## src/include/timing_report_pkg.sv

```systemverilog
// constants for the primary timing report framer
// assumes a 100 MHz clock and APB register access
package timing_report_pkg;
    localparam int CLK_PERIOD_NS = 10;
    // pause between the pulse edge and an automatic report
    localparam int REPORT_DELAY_NS = 1000;
    localparam int REPORT_DELAY_CYC = (REPORT_DELAY_NS + CLK_PERIOD_NS - 1) / CLK_PERIOD_NS;
    localparam int DELAY_W = $clog2(REPORT_DELAY_CYC + 1);
    // ----------------------------------------
    // report layout
    // ----------------------------------------
    localparam logic [7:0] PACKET_ID = 8'h8f;
    localparam logic [7:0] SUBPACKET_ID = 8'hab;
    localparam logic [4:0] REPORT_LEN = 5'h12;
    localparam logic [4:0] LAST_BYTE = 5'h11;
    localparam logic [4:0] BYTE_SOW = 5'h02;
    localparam logic [4:0] BYTE_WEEK = 5'h06;
    localparam logic [4:0] BYTE_UTC = 5'h08;
    localparam logic [4:0] BYTE_FLAGS = 5'h0a;
    localparam logic [4:0] BYTE_SEC = 5'h0b;
    localparam logic [4:0] BYTE_MIN = 5'h0c;
    localparam logic [4:0] BYTE_HOUR = 5'h0d;
    localparam logic [4:0] BYTE_DAY = 5'h0e;
    localparam logic [4:0] BYTE_MONTH = 5'h0f;
    localparam logic [4:0] BYTE_YEAR = 5'h10;
    localparam logic [31:0] SECONDS_PER_DAY = 32'h0001_5180;
    localparam logic [31:0] SECONDS_PER_WEEK = 32'h0009_3a80;
    localparam logic [7:0] FLAGS_RESET = 8'h0c;
    typedef enum logic [1:0] {
        SCALE_UTC = 2'h0,
        SCALE_GLONASS = 2'h1,
        SCALE_BEIDOU = 2'h2,
        SCALE_GALILEO = 2'h3
    } scale_t;
    typedef enum logic [1:0] {
        ST_IDLE = 2'b00,
        ST_HOLD = 2'b01,
        ST_SEND = 2'b11
    } framer_state_t;
    // ----------------------------------------
    // register map
    // ----------------------------------------
    localparam logic [7:0] ADDR_CTRL = 8'h00;
    localparam logic [7:0] ADDR_STATUS = 8'h04;
    localparam logic [7:0] ADDR_SOW = 8'h08;
    localparam logic [7:0] ADDR_WEEK = 8'h0c;
    localparam logic [7:0] ADDR_CAL0 = 8'h10;
    localparam logic [7:0] ADDR_CAL1 = 8'h14;
    localparam logic [7:0] ADDR_STATE = 8'h18;
    localparam int CTRL_AUTO = 0;
    localparam int CTRL_REQ = 1;
    localparam int CTRL_SCALE_LO = 4;
    localparam int CTRL_REF_LO = 6;
    localparam int ST_DATE_UTC = 0;
    localparam int ST_PPS_UTC = 1;
    localparam int ST_TIME_SET = 2;
    localparam int ST_UTC_KNOWN = 3;
    localparam logic [31:0] CAL0_RESET = 32'h0100_0000;
    localparam logic [31:0] CAL1_RESET = 32'h0000_0001;
endpackage

```

## src/include/report_fields_if.sv

```systemverilog
// snapshot fields of one report, plus the byte being selected
// framer owns the fields and index, the mux answers with the byte
`timescale 1ns/1ps
interface report_fields_if;
    logic [31:0] sow;
    logic [15:0] week;
    logic [15:0] utc_ofs;
    logic [7:0] flags;
    logic [7:0] sec;
    logic [7:0] min;
    logic [7:0] hour;
    logic [7:0] day;
    logic [7:0] month;
    logic [15:0] year;
    logic [4:0] index;
    logic [7:0] byte_out;
    modport framer (output sow, week, utc_ofs, flags, sec, min, hour, day, month, year,
        index, input byte_out);
    modport mux (input sow, week, utc_ofs, flags, sec, min, hour, day, month, year,
        index, output byte_out);
endinterface

```

## src/verilog/pps_sync.sv

```systemverilog
// three-stage synchroniser and rising edge detect for the pulse pin
// assumes the pulse is high for many clock cycles
`timescale 1ns/1ps
module pps_sync (
    input wire logic clk,
    input wire logic nrst,
    input wire logic pps_in,
    output logic pps_rise
);
    logic s1;
    logic s2;
    logic s3;
    logic seen;

    always_ff @(posedge clk or negedge nrst)
    begin
        if (!nrst)
        begin
            s1 <= 1'b0;
            s2 <= 1'b0;
            s3 <= 1'b0;
        end
        else
        begin
            s1 <= pps_in;
            s2 <= s1;
            s3 <= s2;
        end
    end

    // settled level moves only when the last two stages agree
    always_ff @(posedge clk or negedge nrst)
    begin
        if (!nrst)
            seen <= 1'b0;
        else if (s2 == s3)
            seen <= s3;
    end

    // one pulse when both settled stages first agree on high
    assign pps_rise = s2 & s3 & ~seen;
endmodule

```

## src/verilog/primary_timing_report_framer.sv

```systemverilog
// primary timing report framer: APB registers, pulse snapshot, byte stream out
// assumes firmware keeps the time registers current; transport takes bytes on tx_ready
//
// The register offsets and the APB interface to the registers were chosen for this implementation.
`timescale 1ns/1ps
module primary_timing_report_framer (
    input wire logic clk,
    input wire logic nrst,
    input wire logic psel,
    input wire logic penable,
    input wire logic pwrite,
    input wire logic [7:0] paddr,
    input wire logic [31:0] pwdata,
    output logic [31:0] prdata,
    output logic pready,
    output logic pslverr,
    input wire logic pps_in,
    output logic [7:0] tx_data,
    output logic tx_valid,
    output logic tx_last,
    input wire logic tx_ready
);
    // ----------------------------------------
    // declarations
    // ----------------------------------------
    report_fields_if f ();
    timing_report_pkg::framer_state_t state;
    logic pps_rise;
    logic ctrl_auto;
    logic [1:0] ctrl_scale;
    logic [1:0] ctrl_ref;
    logic req_pending;
    logic [3:0] status;
    logic [31:0] sow_reg;
    logic [31:0] week_reg;
    logic [31:0] cal0;
    logic [31:0] cal1;
    logic [15:0] report_count;
    logic [timing_report_pkg::DELAY_W-1:0] delay_cnt;
    logic [31:0] next_sow;
    logic [15:0] next_utc;
    logic [7:0] next_flags;
    logic [31:0] read_mux;
    logic mapped;
    logic wr;
    logic capture;
    logic loaded_all;
    logic load;
    logic done;

    pps_sync u_sync (
        .clk(clk),
        .nrst(nrst),
        .pps_in(pps_in),
        .pps_rise(pps_rise)
    );

    report_byte_mux u_mux (
        .f(f)
    );

    // ----------------------------------------
    // apb slave
    // ----------------------------------------
    always_comb
    begin
        mapped = 1'b1;
        read_mux = 32'h0000_0000;
        case (paddr)
            timing_report_pkg::ADDR_CTRL:
                read_mux = {24'h00_0000, ctrl_ref, ctrl_scale, 3'h0, ctrl_auto};
            timing_report_pkg::ADDR_STATUS: read_mux = {28'h000_0000, status};
            timing_report_pkg::ADDR_SOW: read_mux = sow_reg;
            timing_report_pkg::ADDR_WEEK: read_mux = week_reg;
            timing_report_pkg::ADDR_CAL0: read_mux = cal0;
            timing_report_pkg::ADDR_CAL1: read_mux = cal1;
            timing_report_pkg::ADDR_STATE:
                read_mux = {report_count, 13'h0000, req_pending, state};
            default: mapped = 1'b0;
        endcase
    end

    assign wr = psel && penable && pready && pwrite && mapped;

    // zero-wait slave: answer one cycle after setup
    always_ff @(posedge clk or negedge nrst)
    begin
        if (!nrst)
        begin
            pready <= 1'b0;
            pslverr <= 1'b0;
            prdata <= 32'h0000_0000;
        end
        else
        begin
            pready <= psel && !penable && !pready;
            pslverr <= psel && !penable && !pready && !mapped;
            prdata <= (psel && !penable && !pwrite) ? read_mux : 32'h0000_0000;
        end
    end

    always_ff @(posedge clk or negedge nrst)
    begin
        if (!nrst)
        begin
            ctrl_auto <= 1'b0;
            ctrl_scale <= timing_report_pkg::SCALE_UTC;
            ctrl_ref <= timing_report_pkg::SCALE_UTC;
        end
        else if (wr && paddr == timing_report_pkg::ADDR_CTRL)
        begin
            ctrl_auto <= pwdata[timing_report_pkg::CTRL_AUTO];
            ctrl_scale <= pwdata[timing_report_pkg::CTRL_SCALE_LO +: 2];
            ctrl_ref <= pwdata[timing_report_pkg::CTRL_REF_LO +: 2];
        end
    end

    always_ff @(posedge clk or negedge nrst)
    begin
        if (!nrst)
        begin
            status <= 4'h0;
            sow_reg <= 32'h0000_0000;
            week_reg <= 32'h0000_0000;
            cal0 <= timing_report_pkg::CAL0_RESET;
            cal1 <= timing_report_pkg::CAL1_RESET;
        end
        else if (wr)
        begin
            case (paddr)
                timing_report_pkg::ADDR_STATUS: status <= pwdata[3:0];
                timing_report_pkg::ADDR_SOW: sow_reg <= pwdata;
                timing_report_pkg::ADDR_WEEK: week_reg <= pwdata;
                timing_report_pkg::ADDR_CAL0: cal0 <= pwdata;
                timing_report_pkg::ADDR_CAL1: cal1 <= {pwdata[31:16], 8'h00, pwdata[7:0]};
                default: status <= status;
            endcase
        end
    end

    // host request, set beats the clear at report start
    always_ff @(posedge clk or negedge nrst)
    begin
        if (!nrst)
            req_pending <= 1'b0;
        else if (wr && paddr == timing_report_pkg::ADDR_CTRL && pwdata[timing_report_pkg::CTRL_REQ])
            req_pending <= 1'b1;
        else if (state != timing_report_pkg::ST_SEND && next_is_send())
            req_pending <= 1'b0;
    end

    function automatic logic next_is_send();
        next_is_send = (state == timing_report_pkg::ST_IDLE && req_pending
            && !(pps_rise && ctrl_auto))
            || (state == timing_report_pkg::ST_HOLD
            && delay_cnt == timing_report_pkg::DELAY_W'(timing_report_pkg::REPORT_DELAY_CYC - 1));
    endfunction

    // ----------------------------------------
    // snapshot at the pulse
    // ----------------------------------------
    always_comb
    begin
        // utc, glonass, galileo keep the sunday count
        next_sow = sow_reg;
        // beidou week starts a day later
        if (ctrl_scale == timing_report_pkg::SCALE_BEIDOU)
        begin
            if (sow_reg >= timing_report_pkg::SECONDS_PER_DAY)
                next_sow = sow_reg - timing_report_pkg::SECONDS_PER_DAY;
            else
                next_sow = sow_reg + timing_report_pkg::SECONDS_PER_WEEK
                    - timing_report_pkg::SECONDS_PER_DAY;
        end
        next_utc = (ctrl_scale == timing_report_pkg::SCALE_GLONASS) ? 16'h0000 : week_reg[31:16];
        next_flags = {ctrl_ref, ctrl_scale, ~status[timing_report_pkg::ST_UTC_KNOWN],
            ~status[timing_report_pkg::ST_TIME_SET], status[timing_report_pkg::ST_PPS_UTC],
            status[timing_report_pkg::ST_DATE_UTC]};
    end

    // a pulse during transmission is skipped so a frame never mixes two seconds
    assign capture = pps_rise && state != timing_report_pkg::ST_SEND;

    always_ff @(posedge clk or negedge nrst)
    begin
        if (!nrst)
        begin
            f.sow <= 32'h0000_0000;
            f.week <= 16'h0000;
            f.utc_ofs <= 16'h0000;
            f.flags <= timing_report_pkg::FLAGS_RESET;
            f.sec <= timing_report_pkg::CAL0_RESET[7:0];
            f.min <= timing_report_pkg::CAL0_RESET[15:8];
            f.hour <= timing_report_pkg::CAL0_RESET[23:16];
            f.day <= timing_report_pkg::CAL0_RESET[31:24];
            f.month <= timing_report_pkg::CAL1_RESET[7:0];
            f.year <= timing_report_pkg::CAL1_RESET[31:16];
        end
        else if (capture)
        begin
            f.sow <= next_sow;
            f.week <= week_reg[15:0];
            f.utc_ofs <= next_utc;
            f.flags <= next_flags;
            f.sec <= cal0[7:0];
            f.min <= cal0[15:8];
            f.hour <= cal0[23:16];
            f.day <= cal0[31:24];
            f.month <= cal1[7:0];
            f.year <= cal1[31:16];
        end
    end

    // ----------------------------------------
    // report sequencing
    // ----------------------------------------
    assign loaded_all = f.index == timing_report_pkg::REPORT_LEN;
    assign load = state == timing_report_pkg::ST_SEND && !loaded_all && (!tx_valid || tx_ready);
    assign done = tx_valid && tx_ready && tx_last;

    // auto broadcast waits after the pulse, request goes at once
    always_ff @(posedge clk or negedge nrst)
    begin
        if (!nrst)
            state <= timing_report_pkg::ST_IDLE;
        else
        begin
            case (state)
                timing_report_pkg::ST_IDLE:
                    if (pps_rise && ctrl_auto)
                        state <= timing_report_pkg::ST_HOLD;
                    else if (req_pending)
                        state <= timing_report_pkg::ST_SEND;
                timing_report_pkg::ST_HOLD:
                    if (next_is_send())
                        state <= timing_report_pkg::ST_SEND;
                timing_report_pkg::ST_SEND:
                    if (done)
                        state <= timing_report_pkg::ST_IDLE;
                default: state <= timing_report_pkg::ST_IDLE;
            endcase
        end
    end

    always_ff @(posedge clk or negedge nrst)
    begin
        if (!nrst)
            delay_cnt <= '0;
        else if (state == timing_report_pkg::ST_HOLD)
            delay_cnt <= delay_cnt + 1'b1;
        else
            delay_cnt <= '0;
    end

    always_ff @(posedge clk or negedge nrst)
    begin
        if (!nrst)
            f.index <= 5'h00;
        else if (state != timing_report_pkg::ST_SEND)
            f.index <= 5'h00;
        else if (load)
            f.index <= f.index + 5'h01;
    end

    always_ff @(posedge clk or negedge nrst)
    begin
        if (!nrst)
        begin
            tx_data <= 8'h00;
            tx_valid <= 1'b0;
            tx_last <= 1'b0;
        end
        else if (load)
        begin
            tx_data <= f.byte_out;
            tx_valid <= 1'b1;
            tx_last <= f.index == timing_report_pkg::LAST_BYTE;
        end
        else if (tx_ready)
        begin
            tx_valid <= 1'b0;
            tx_last <= 1'b0;
        end
    end

    always_ff @(posedge clk or negedge nrst)
    begin
        if (!nrst)
            report_count <= 16'h0000;
        else if (done)
            report_count <= report_count + 16'h0001;
    end
endmodule

```

## src/verilog/report_byte_mux.sv

```systemverilog
// picks report byte number index out of the snapshot fields
// purely combinational; the framer registers the result
`timescale 1ns/1ps
module report_byte_mux (
    report_fields_if.mux f
);
    always_comb
    begin
        case (f.index)
            5'h00: f.byte_out = timing_report_pkg::PACKET_ID;
            5'h01: f.byte_out = timing_report_pkg::SUBPACKET_ID;
            5'h02: f.byte_out = f.sow[31:24];
            5'h03: f.byte_out = f.sow[23:16];
            5'h04: f.byte_out = f.sow[15:8];
            5'h05: f.byte_out = f.sow[7:0];
            5'h06: f.byte_out = f.week[15:8];
            5'h07: f.byte_out = f.week[7:0];
            5'h08: f.byte_out = f.utc_ofs[15:8];
            5'h09: f.byte_out = f.utc_ofs[7:0];
            5'h0a: f.byte_out = f.flags;
            5'h0b: f.byte_out = f.sec;
            5'h0c: f.byte_out = f.min;
            5'h0d: f.byte_out = f.hour;
            5'h0e: f.byte_out = f.day;
            5'h0f: f.byte_out = f.month;
            5'h10: f.byte_out = f.year[15:8];
            5'h11: f.byte_out = f.year[7:0];
            default: f.byte_out = 8'h00;
        endcase
    end
endmodule
```

## config.mk

```make
export PLATFORM = sky130hd
export DESIGN_NAME = primary_timing_report_framer
export DESIGN_NICKNAME = d
export VERILOG_FILES = /design/src/include/timing_report_pkg.sv /design/src/include/report_fields_if.sv /design/src/verilog/pps_sync.sv /design/src/verilog/primary_timing_report_framer.sv /design/src/verilog/report_byte_mux.sv
export SDC_FILE = /design/constraint.sdc
export NUM_CORES = 1
export LEC_CHECK = 0
export BUFFER_PORTS_ARGS = -buffer_cell sky130_fd_sc_hd__buf_2
export CAP_MARGIN = 20
export CORE_MARGIN = 5
export CORE_UTILIZATION = 45
export CTS_BUF_LIST = sky130_fd_sc_hd__clkbuf_2
export CTS_CLUSTER_SIZE = 25
export DETAILED_ROUTE_END_ITERATION = 12
export SLEW_MARGIN = 20
export SYNTH_ARGS = -nofsm -noshare
export SYNTH_HDL_FRONTEND = slang
export SYNTH_SLANG_ARGS = --single-unit
```

## constraint.sdc

```tcl
create_clock -name clk -period 3.65 [get_ports clk]
set_input_delay 0.73 -clock clk [delete_from_list [all_inputs] [get_ports clk]]
set_output_delay 0.73 -clock clk [all_outputs]
set_load 0.03 [all_outputs]
```

==> results.cfg, run 1 <==
[pwr]
peakVddDrop_uv = 277
swShare_pct = 32.1
p_comb_share_pct = 14.7
cellPowerDensity_nw_per_um2 = 438
clock_power_share_pct = 32.7
p_sw_uw = 2390
sequentialPowerShare_pct = 52.6
internal_power_uw = 5060
cellLeakagePower_uw = 0.00855

[synthesis]
syn_nets = 1514
synth_top_area_cell = dfrtp_1
avgSynthCellArea_um2 = 10.5
yosys_register_bits = 336
synth_area_leaders = dfrtp_1, mux2_2, nand2_1
synth_cell_types = 69
seq_area_frac_synth_pct = 55.2
netlist_area_um2 = 15200
synth_edf_count = 0
synth.top_cell.area_share_pct = 54.2
synthFlopType = dfrtp_1
ys.warnings.count = 0
syn_inst = 1456
synthArstFlopShare_pct = 100

[clocking]
postCtsSetupRepairBufs = 0
cts_root_buffer = clkbuf_2
clkLatencyLatePin_ns = 0.87
clkSinkCount = 336
cts_tree = yes
clk_pin_slew_ns = 0.12
numCtsBuffers = 86
htree_levels = 3
clockBufferDepth = 3

[floorplan]
dieArea_um2 = 37600
die_width_um = 194
ios = 91
core-area_um2 = 33400
die_y_um = 194
fp-row-count = 67
start_util_pct = 45.5

[worst_setup_path]
cp.arrival_ns = 3.75
slowest_stage = dfrtp_1
critPathMaxFanout = 22
cp-end-kind = register
cp-start-kind = register
cp_cell_sequence = and3_1 > ha_1 > a32o_1 > a211oi_1 > nand4_1 > a2111oi_0 > buf_4 > o21ai_0
worstPathRequired_ns = 4.37
path_class = register to register
critPathMaxStageDelay_ns = 0.71

[placed_design]
dpl.hpwl_mm = 32.1
port_buffers = 90
gp_congestion = 0.913

[routing]
firstDrtPassIters = 6
first_iter_violations = 1167
remaining_drc_errors = 0
num_vias = 11900
wirelength_mm = 46.1
via_per_inst = 5.71
wl_per_cell_um = 22.1
antenna_left = 0

[sta]
finalHoldViolations = 0
whs_ns = 0.117
setup_violations = 0
setup_tns_ns = 0
worstMarginPinSlew_ns = 0.847
final.setup_skew_ns = 0.0628
min_period_over_period_pct = 82.9
relSlewSlack_pct = 43.3
rsz0062_at_grt = no
min_period_ns = 3.03
fmax_mhz = 330
slew_violations = 0

[layout]
area_growth_pct = 11.7
fill_cells = 3187
final_nets = 1637
drive_gt1_share_pct = 25.9

[run]
cap_violations = 0

[grt]
grt_antenna_before_repair = 1
track_usage_pct = 24.4
grt_overflow = 0
grt_first_pass_wirelength_mm = 72.3
grt_pass1_vias = 12000
grt_max_degree = 84

[status]
outcome = finished, final reports clean

[hold_path]
hp-class = input pin to register
==> cell type report <==
class	instances	area [um^2]	area share, %
multi-input combinational	1013	6420	37.7
clock inverter	17	66.3	0.390
tap	448	561	3.30
antenna	2	5.00	0.0294
clock buffer	130	651	3.82
sequential	336	8420	49.5
timing repair buffer	132	856	5.03
inverter	10	37.5	0.221
==> critical path: cells and delay by family, from the launching register on <==
kind                     cells  cell delay, ns
AO/OA/AOI/OAI                4            1.11
flip-flops                   1            0.71
AND/OR/NAND/NOR              2            0.52
adder cells (fa/ha/maj)      1            0.35
buffers and inverters        1            0.21
==> through the flow <==
| stage | cells | setup WS [ns] | util, % | total power [uW] | area [um^2] |
|---|---|---|---|---|---|
| 2_1_floorplan | 1456 | 1.08 | - | 4560 | 15200 |
| 3_3_place_gp | 1937 | 0.550 | 48.6 | 5050 | 16300 |
| 3_5_place_dp | 1937 | 0.550 | 48.6 | 5060 | 16300 |
| 4_1_cts | 2086 | 0.719 | 50.8 | 7530 | 17000 |
| 5_1_grt | 2088 | 0.462 | 50.9 | 7850 | 17000 |
| 6_report | 2088 | 0.624 | 50.9 | 7450 | 17000 |
==> cell usage in the layout, fill, tap and decap left out, drive strengths merged, types with 7 or more instances in the layout <==
master and instances:
ha 11, a22oi 52, xor2 15, nor4 8, nor2b 11, a211oi 9, nor2 41, xnor2 25
o21ai 50, nand2b 10, nand3 46, a222oi 20, dfrtp 330, a22o 11, a21oi 40, nand2 379
a32oi 9, mux2 140, a31oi 17, nor3 17, mux2i 12, nand4 7, buf 130, clkbuf 130
inv 10, clkinv 17, and3 14
==> final timing paths <==
kind | start | to | slack (ns) | cells after the start
hold reg to reg | u_sync.s1 | u_sync.s2 | 0.35 | 0
setup reg to reg | f.index[2] | tx_data[1] | 0.62 | 8
max in group asynchronous | nrst | cal1[26] | 2.17 | 3
hold / removal | pwdata[12] | week_reg[12] | 0.12 | 2
min in group asynchronous | nrst | delay_cnt[2] | 0.47 | 2
setup / recovery | f.index[2] | tx_data[1] | 0.62 | 8
==> cell usage after synthesis (14+ instances only) <==
cell type	n
nand2_1	379
dfrtp_1	330
mux2_2	140
clkbuf_1	78
a22oi_1	52
nand3_1	46
o21ai_0	44
a21oi_1	40
nor2_1	40
xnor2_1	25
a222oi_1	20
a31oi_1	17
buf_2	16
nor3_1	15
xor2_1	15
and3_1	14
==> what timing repair did <==
item                                   CTS  global route
resized for setup                        0             0
setup endpoints to repair                0             0
hold buffers                             2             0
endpoints found under the hold margin   76             0
==> power by group through the flow <==
stage,Clock (uW),Combinational (uW),Sequential (uW)
2_1_floorplan,0,549,4010
3_3_place_gp,0,1060,3990
3_5_place_dp,0,1070,3990
4_1_cts,2540,1080,3920
5_1_grt,2740,1180,3930
6_report,2440,1090,3920
==> per-layer routing <==
| metal | GRT usage [%] | part of all wire [%] |
|---|---|---|
| met2 | 38.1 | 46 |
| met4 | 5.94 | 1.7 |
| met1 | 34.7 | 45 |
| met5 | 0 | 0 |
| met3 | 5.61 | 7.4 |
==> logic make-up (layout without fill, tap and decap cells) <==
| group | Yosys count | in the layout | synth area share (%) |
|---|---|---|---|
| compound gates | 244 | 244 | 11.3 |
| xor+xnor | 40 | 40 | 2.30 |
| fa+ha+maj | 11 | 11 | 0.903 |
| buf+inv | 107 | 289 | 2.79 |
| flops | 336 | 336 | 55.2 |
| mux | 152 | 152 | 11.1 |
| other cells | 0 | 2 | 0 |
| simple gates | 566 | 566 | 16.3 |
Power figures use the tool's default switching activity.
==> run 2: changes to the inputs <==
- clock period: 3.65 -> 2.7 ns (I/O delays scaled with it)
==> run 2 against run 1 <==
Clock-buffer cell count rose by 8. Non-clock buffer count is 90 higher. Sequential power is 34% higher. Die area unchanged. Via count up 3.5%. Critical endpoint is now cal0[21]. Worst hold slack improved by 0.027 ns. Clock skew increased by 0.011 ns.
==> results.cfg, run 2 (synthesized netlist as in run 1, its figures left out) <==
[status]
outcome = finished, final reports clean

[routing]
remaining_drc_errors = 0
firstDrtPassIters = 5
first_iter_violations = 1189
via_per_inst = 5.63
num_vias = 12300
wl_per_cell_um = 21.7
antenna_left = 0
wirelength_mm = 47.6

[sta]
setup_slack_ns = 0.0750
setup_tns_ns = 0
min_period_over_period_pct = 97.2
relSlewSlack_pct = 43.4
finalHoldViolations = 0
setup_violations = 0
worstMarginPinSlew_ns = 0.847
slew_violations = 0
final.setup_skew_ns = 0.0740
min_period_ns = 2.63
rsz0062_at_grt = no
fmax_mhz = 381

[worst_setup_path]
cp-start-kind = input pin
r2r-start = f.index[0]
path_class = input pin to register
cp.arrival_ns = 3.43
critPathMaxFanout = 11
worstPathRequired_ns = 3.51
crit_path_start = paddr[6]
cp-end-kind = register

[placed_design]
port_buffers = 90
dp_worst_setup_slack_ns = -0.143
dpl.hpwl_mm = 33.5
gp_congestion = 0.973

[floorplan]
dieArea_um2 = 37600
core-area_um2 = 33400
ios = 91
fp-row-count = 67
die_y_um = 194
start_util_pct = 45.5
die_width_um = 194

[pwr]
cellLeakagePower_uw = 0.00908
cellPowerDensity_nw_per_um2 = 582
peakVddDrop_uv = 323

[clocking]
postCtsSetupRepairBufs = 0
clkSinkCount = 336
clkLatencyLatePin_ns = 0.98
clockBufferDepth = 3
numCtsBuffers = 90
cts_root_buffer = clkbuf_2
clk_pin_slew_ns = 0.09
htree_levels = 3
cts_tree = yes

[hold_path]
min_from = paddr[3]
hp-class = input pin to register

[layout]
mostFrequentLayoutCells = nand2_1, dfrtp_1, mux2_2
regArea_um2 = 8420
fill_cells = 3027
layout_commonest_cell = nand2_1
drive_gt1_share_pct = 27.9
final_nets = 1731
fin_util_pct = 54.0
area_growth_pct = 18.5
multiInputGateArea_um2 = 6440

[grt]
grt_first_pass_wirelength_mm = 75.0
track_usage_pct = 25.3
grt_pass1_vias = 12700
grt_antenna_before_repair = 1
grt_max_degree = 87
grt_overflow = 0

[run]
cap_violations = 0
==> run 2: cell count changes in the layout (fill, tap and decap cells not counted), sizes merged <==
cell	delta
clkinvlp	+3
diode	+3
clkbuf	+8
buf	+47
clkinv	-1
inv	+1
dlygate4sd3	+43
bufinv	+1
==> run 2: critical path: stages <==
cell           delay [ns]
dlygate4sd3_1        0.54
buf_2                0.12
or4_1                0.41
dlygate4sd3_1        0.57
nor2_1               0.15
nand2_1              0.12
nor2_2               0.28
nand2_1              0.16
buf_4                0.24
mux2_2               0.29
==> run 2: where the power goes <==
group	internal [uW]	leakage (uW)	total, uW	switching [uW]
combinational	566	0.00382	1690	1130
sequential	5160	0.00464	5260	101
clock	1450	0.000624	3560	2110
==> run 2: what timing repair did <==
| action | CTS | global route |
|---|---|---|
| setup endpoints to repair | 1 | 2 |
| hold endpoints to repair | 467 | 0 |
| hold buffers | 46 | 0 |
| gates resized for setup | 2 | 2 |
==> run 2: final timing paths <==
check	end	slack (ns)	cells past startpoint
max	cal0[21]	0.07	10
min	pslverr	0.14	4
max reg2reg	tx_data[1]	0.18	9
min reg2reg	u_sync.s2	0.35	0
max in group asynchronous	cal0[30]	1.44	4
min in group asynchronous	f.month[2]	0.56	3
==> run 2: through the flow <==
stage / hold WS (ns) / std cells / area (um^2) / total power (uW)
floorplan: 0.244 / 1456 / 15200 / 6170
global placement: 0.351 / 1982 / 16700 / 6930
detailed placement: 0.337 / 1982 / 16700 / 6950
CTS: 0.0163 / 2187 / 18000 / 10600
global route: 0.0503 / 2193 / 18100 / 11100
finish: 0.145 / 2193 / 18100 / 10500
==> run 2: final cells by class <==
cell class | instances | area share (%)
inverter | 10 | 0.208
sequential | 336 | 46.6
antenna | 5 | 0.0693
multi-input combinational | 1013 | 35.7
clock buffer | 138 | 3.82
timing repair buffer | 222 | 9.84
clock inverter | 21 | 0.686
tap | 448 | 3.10
==> run 2: layer usage <==
layer	vias to the layer above	track usage, %	wire, um
li1	5639	-	-
met2	430	39.4	22100
met4	0	6.43	922
met5	-	0	0
met3	75	5.61	3270
met1	6201	36.2	21300
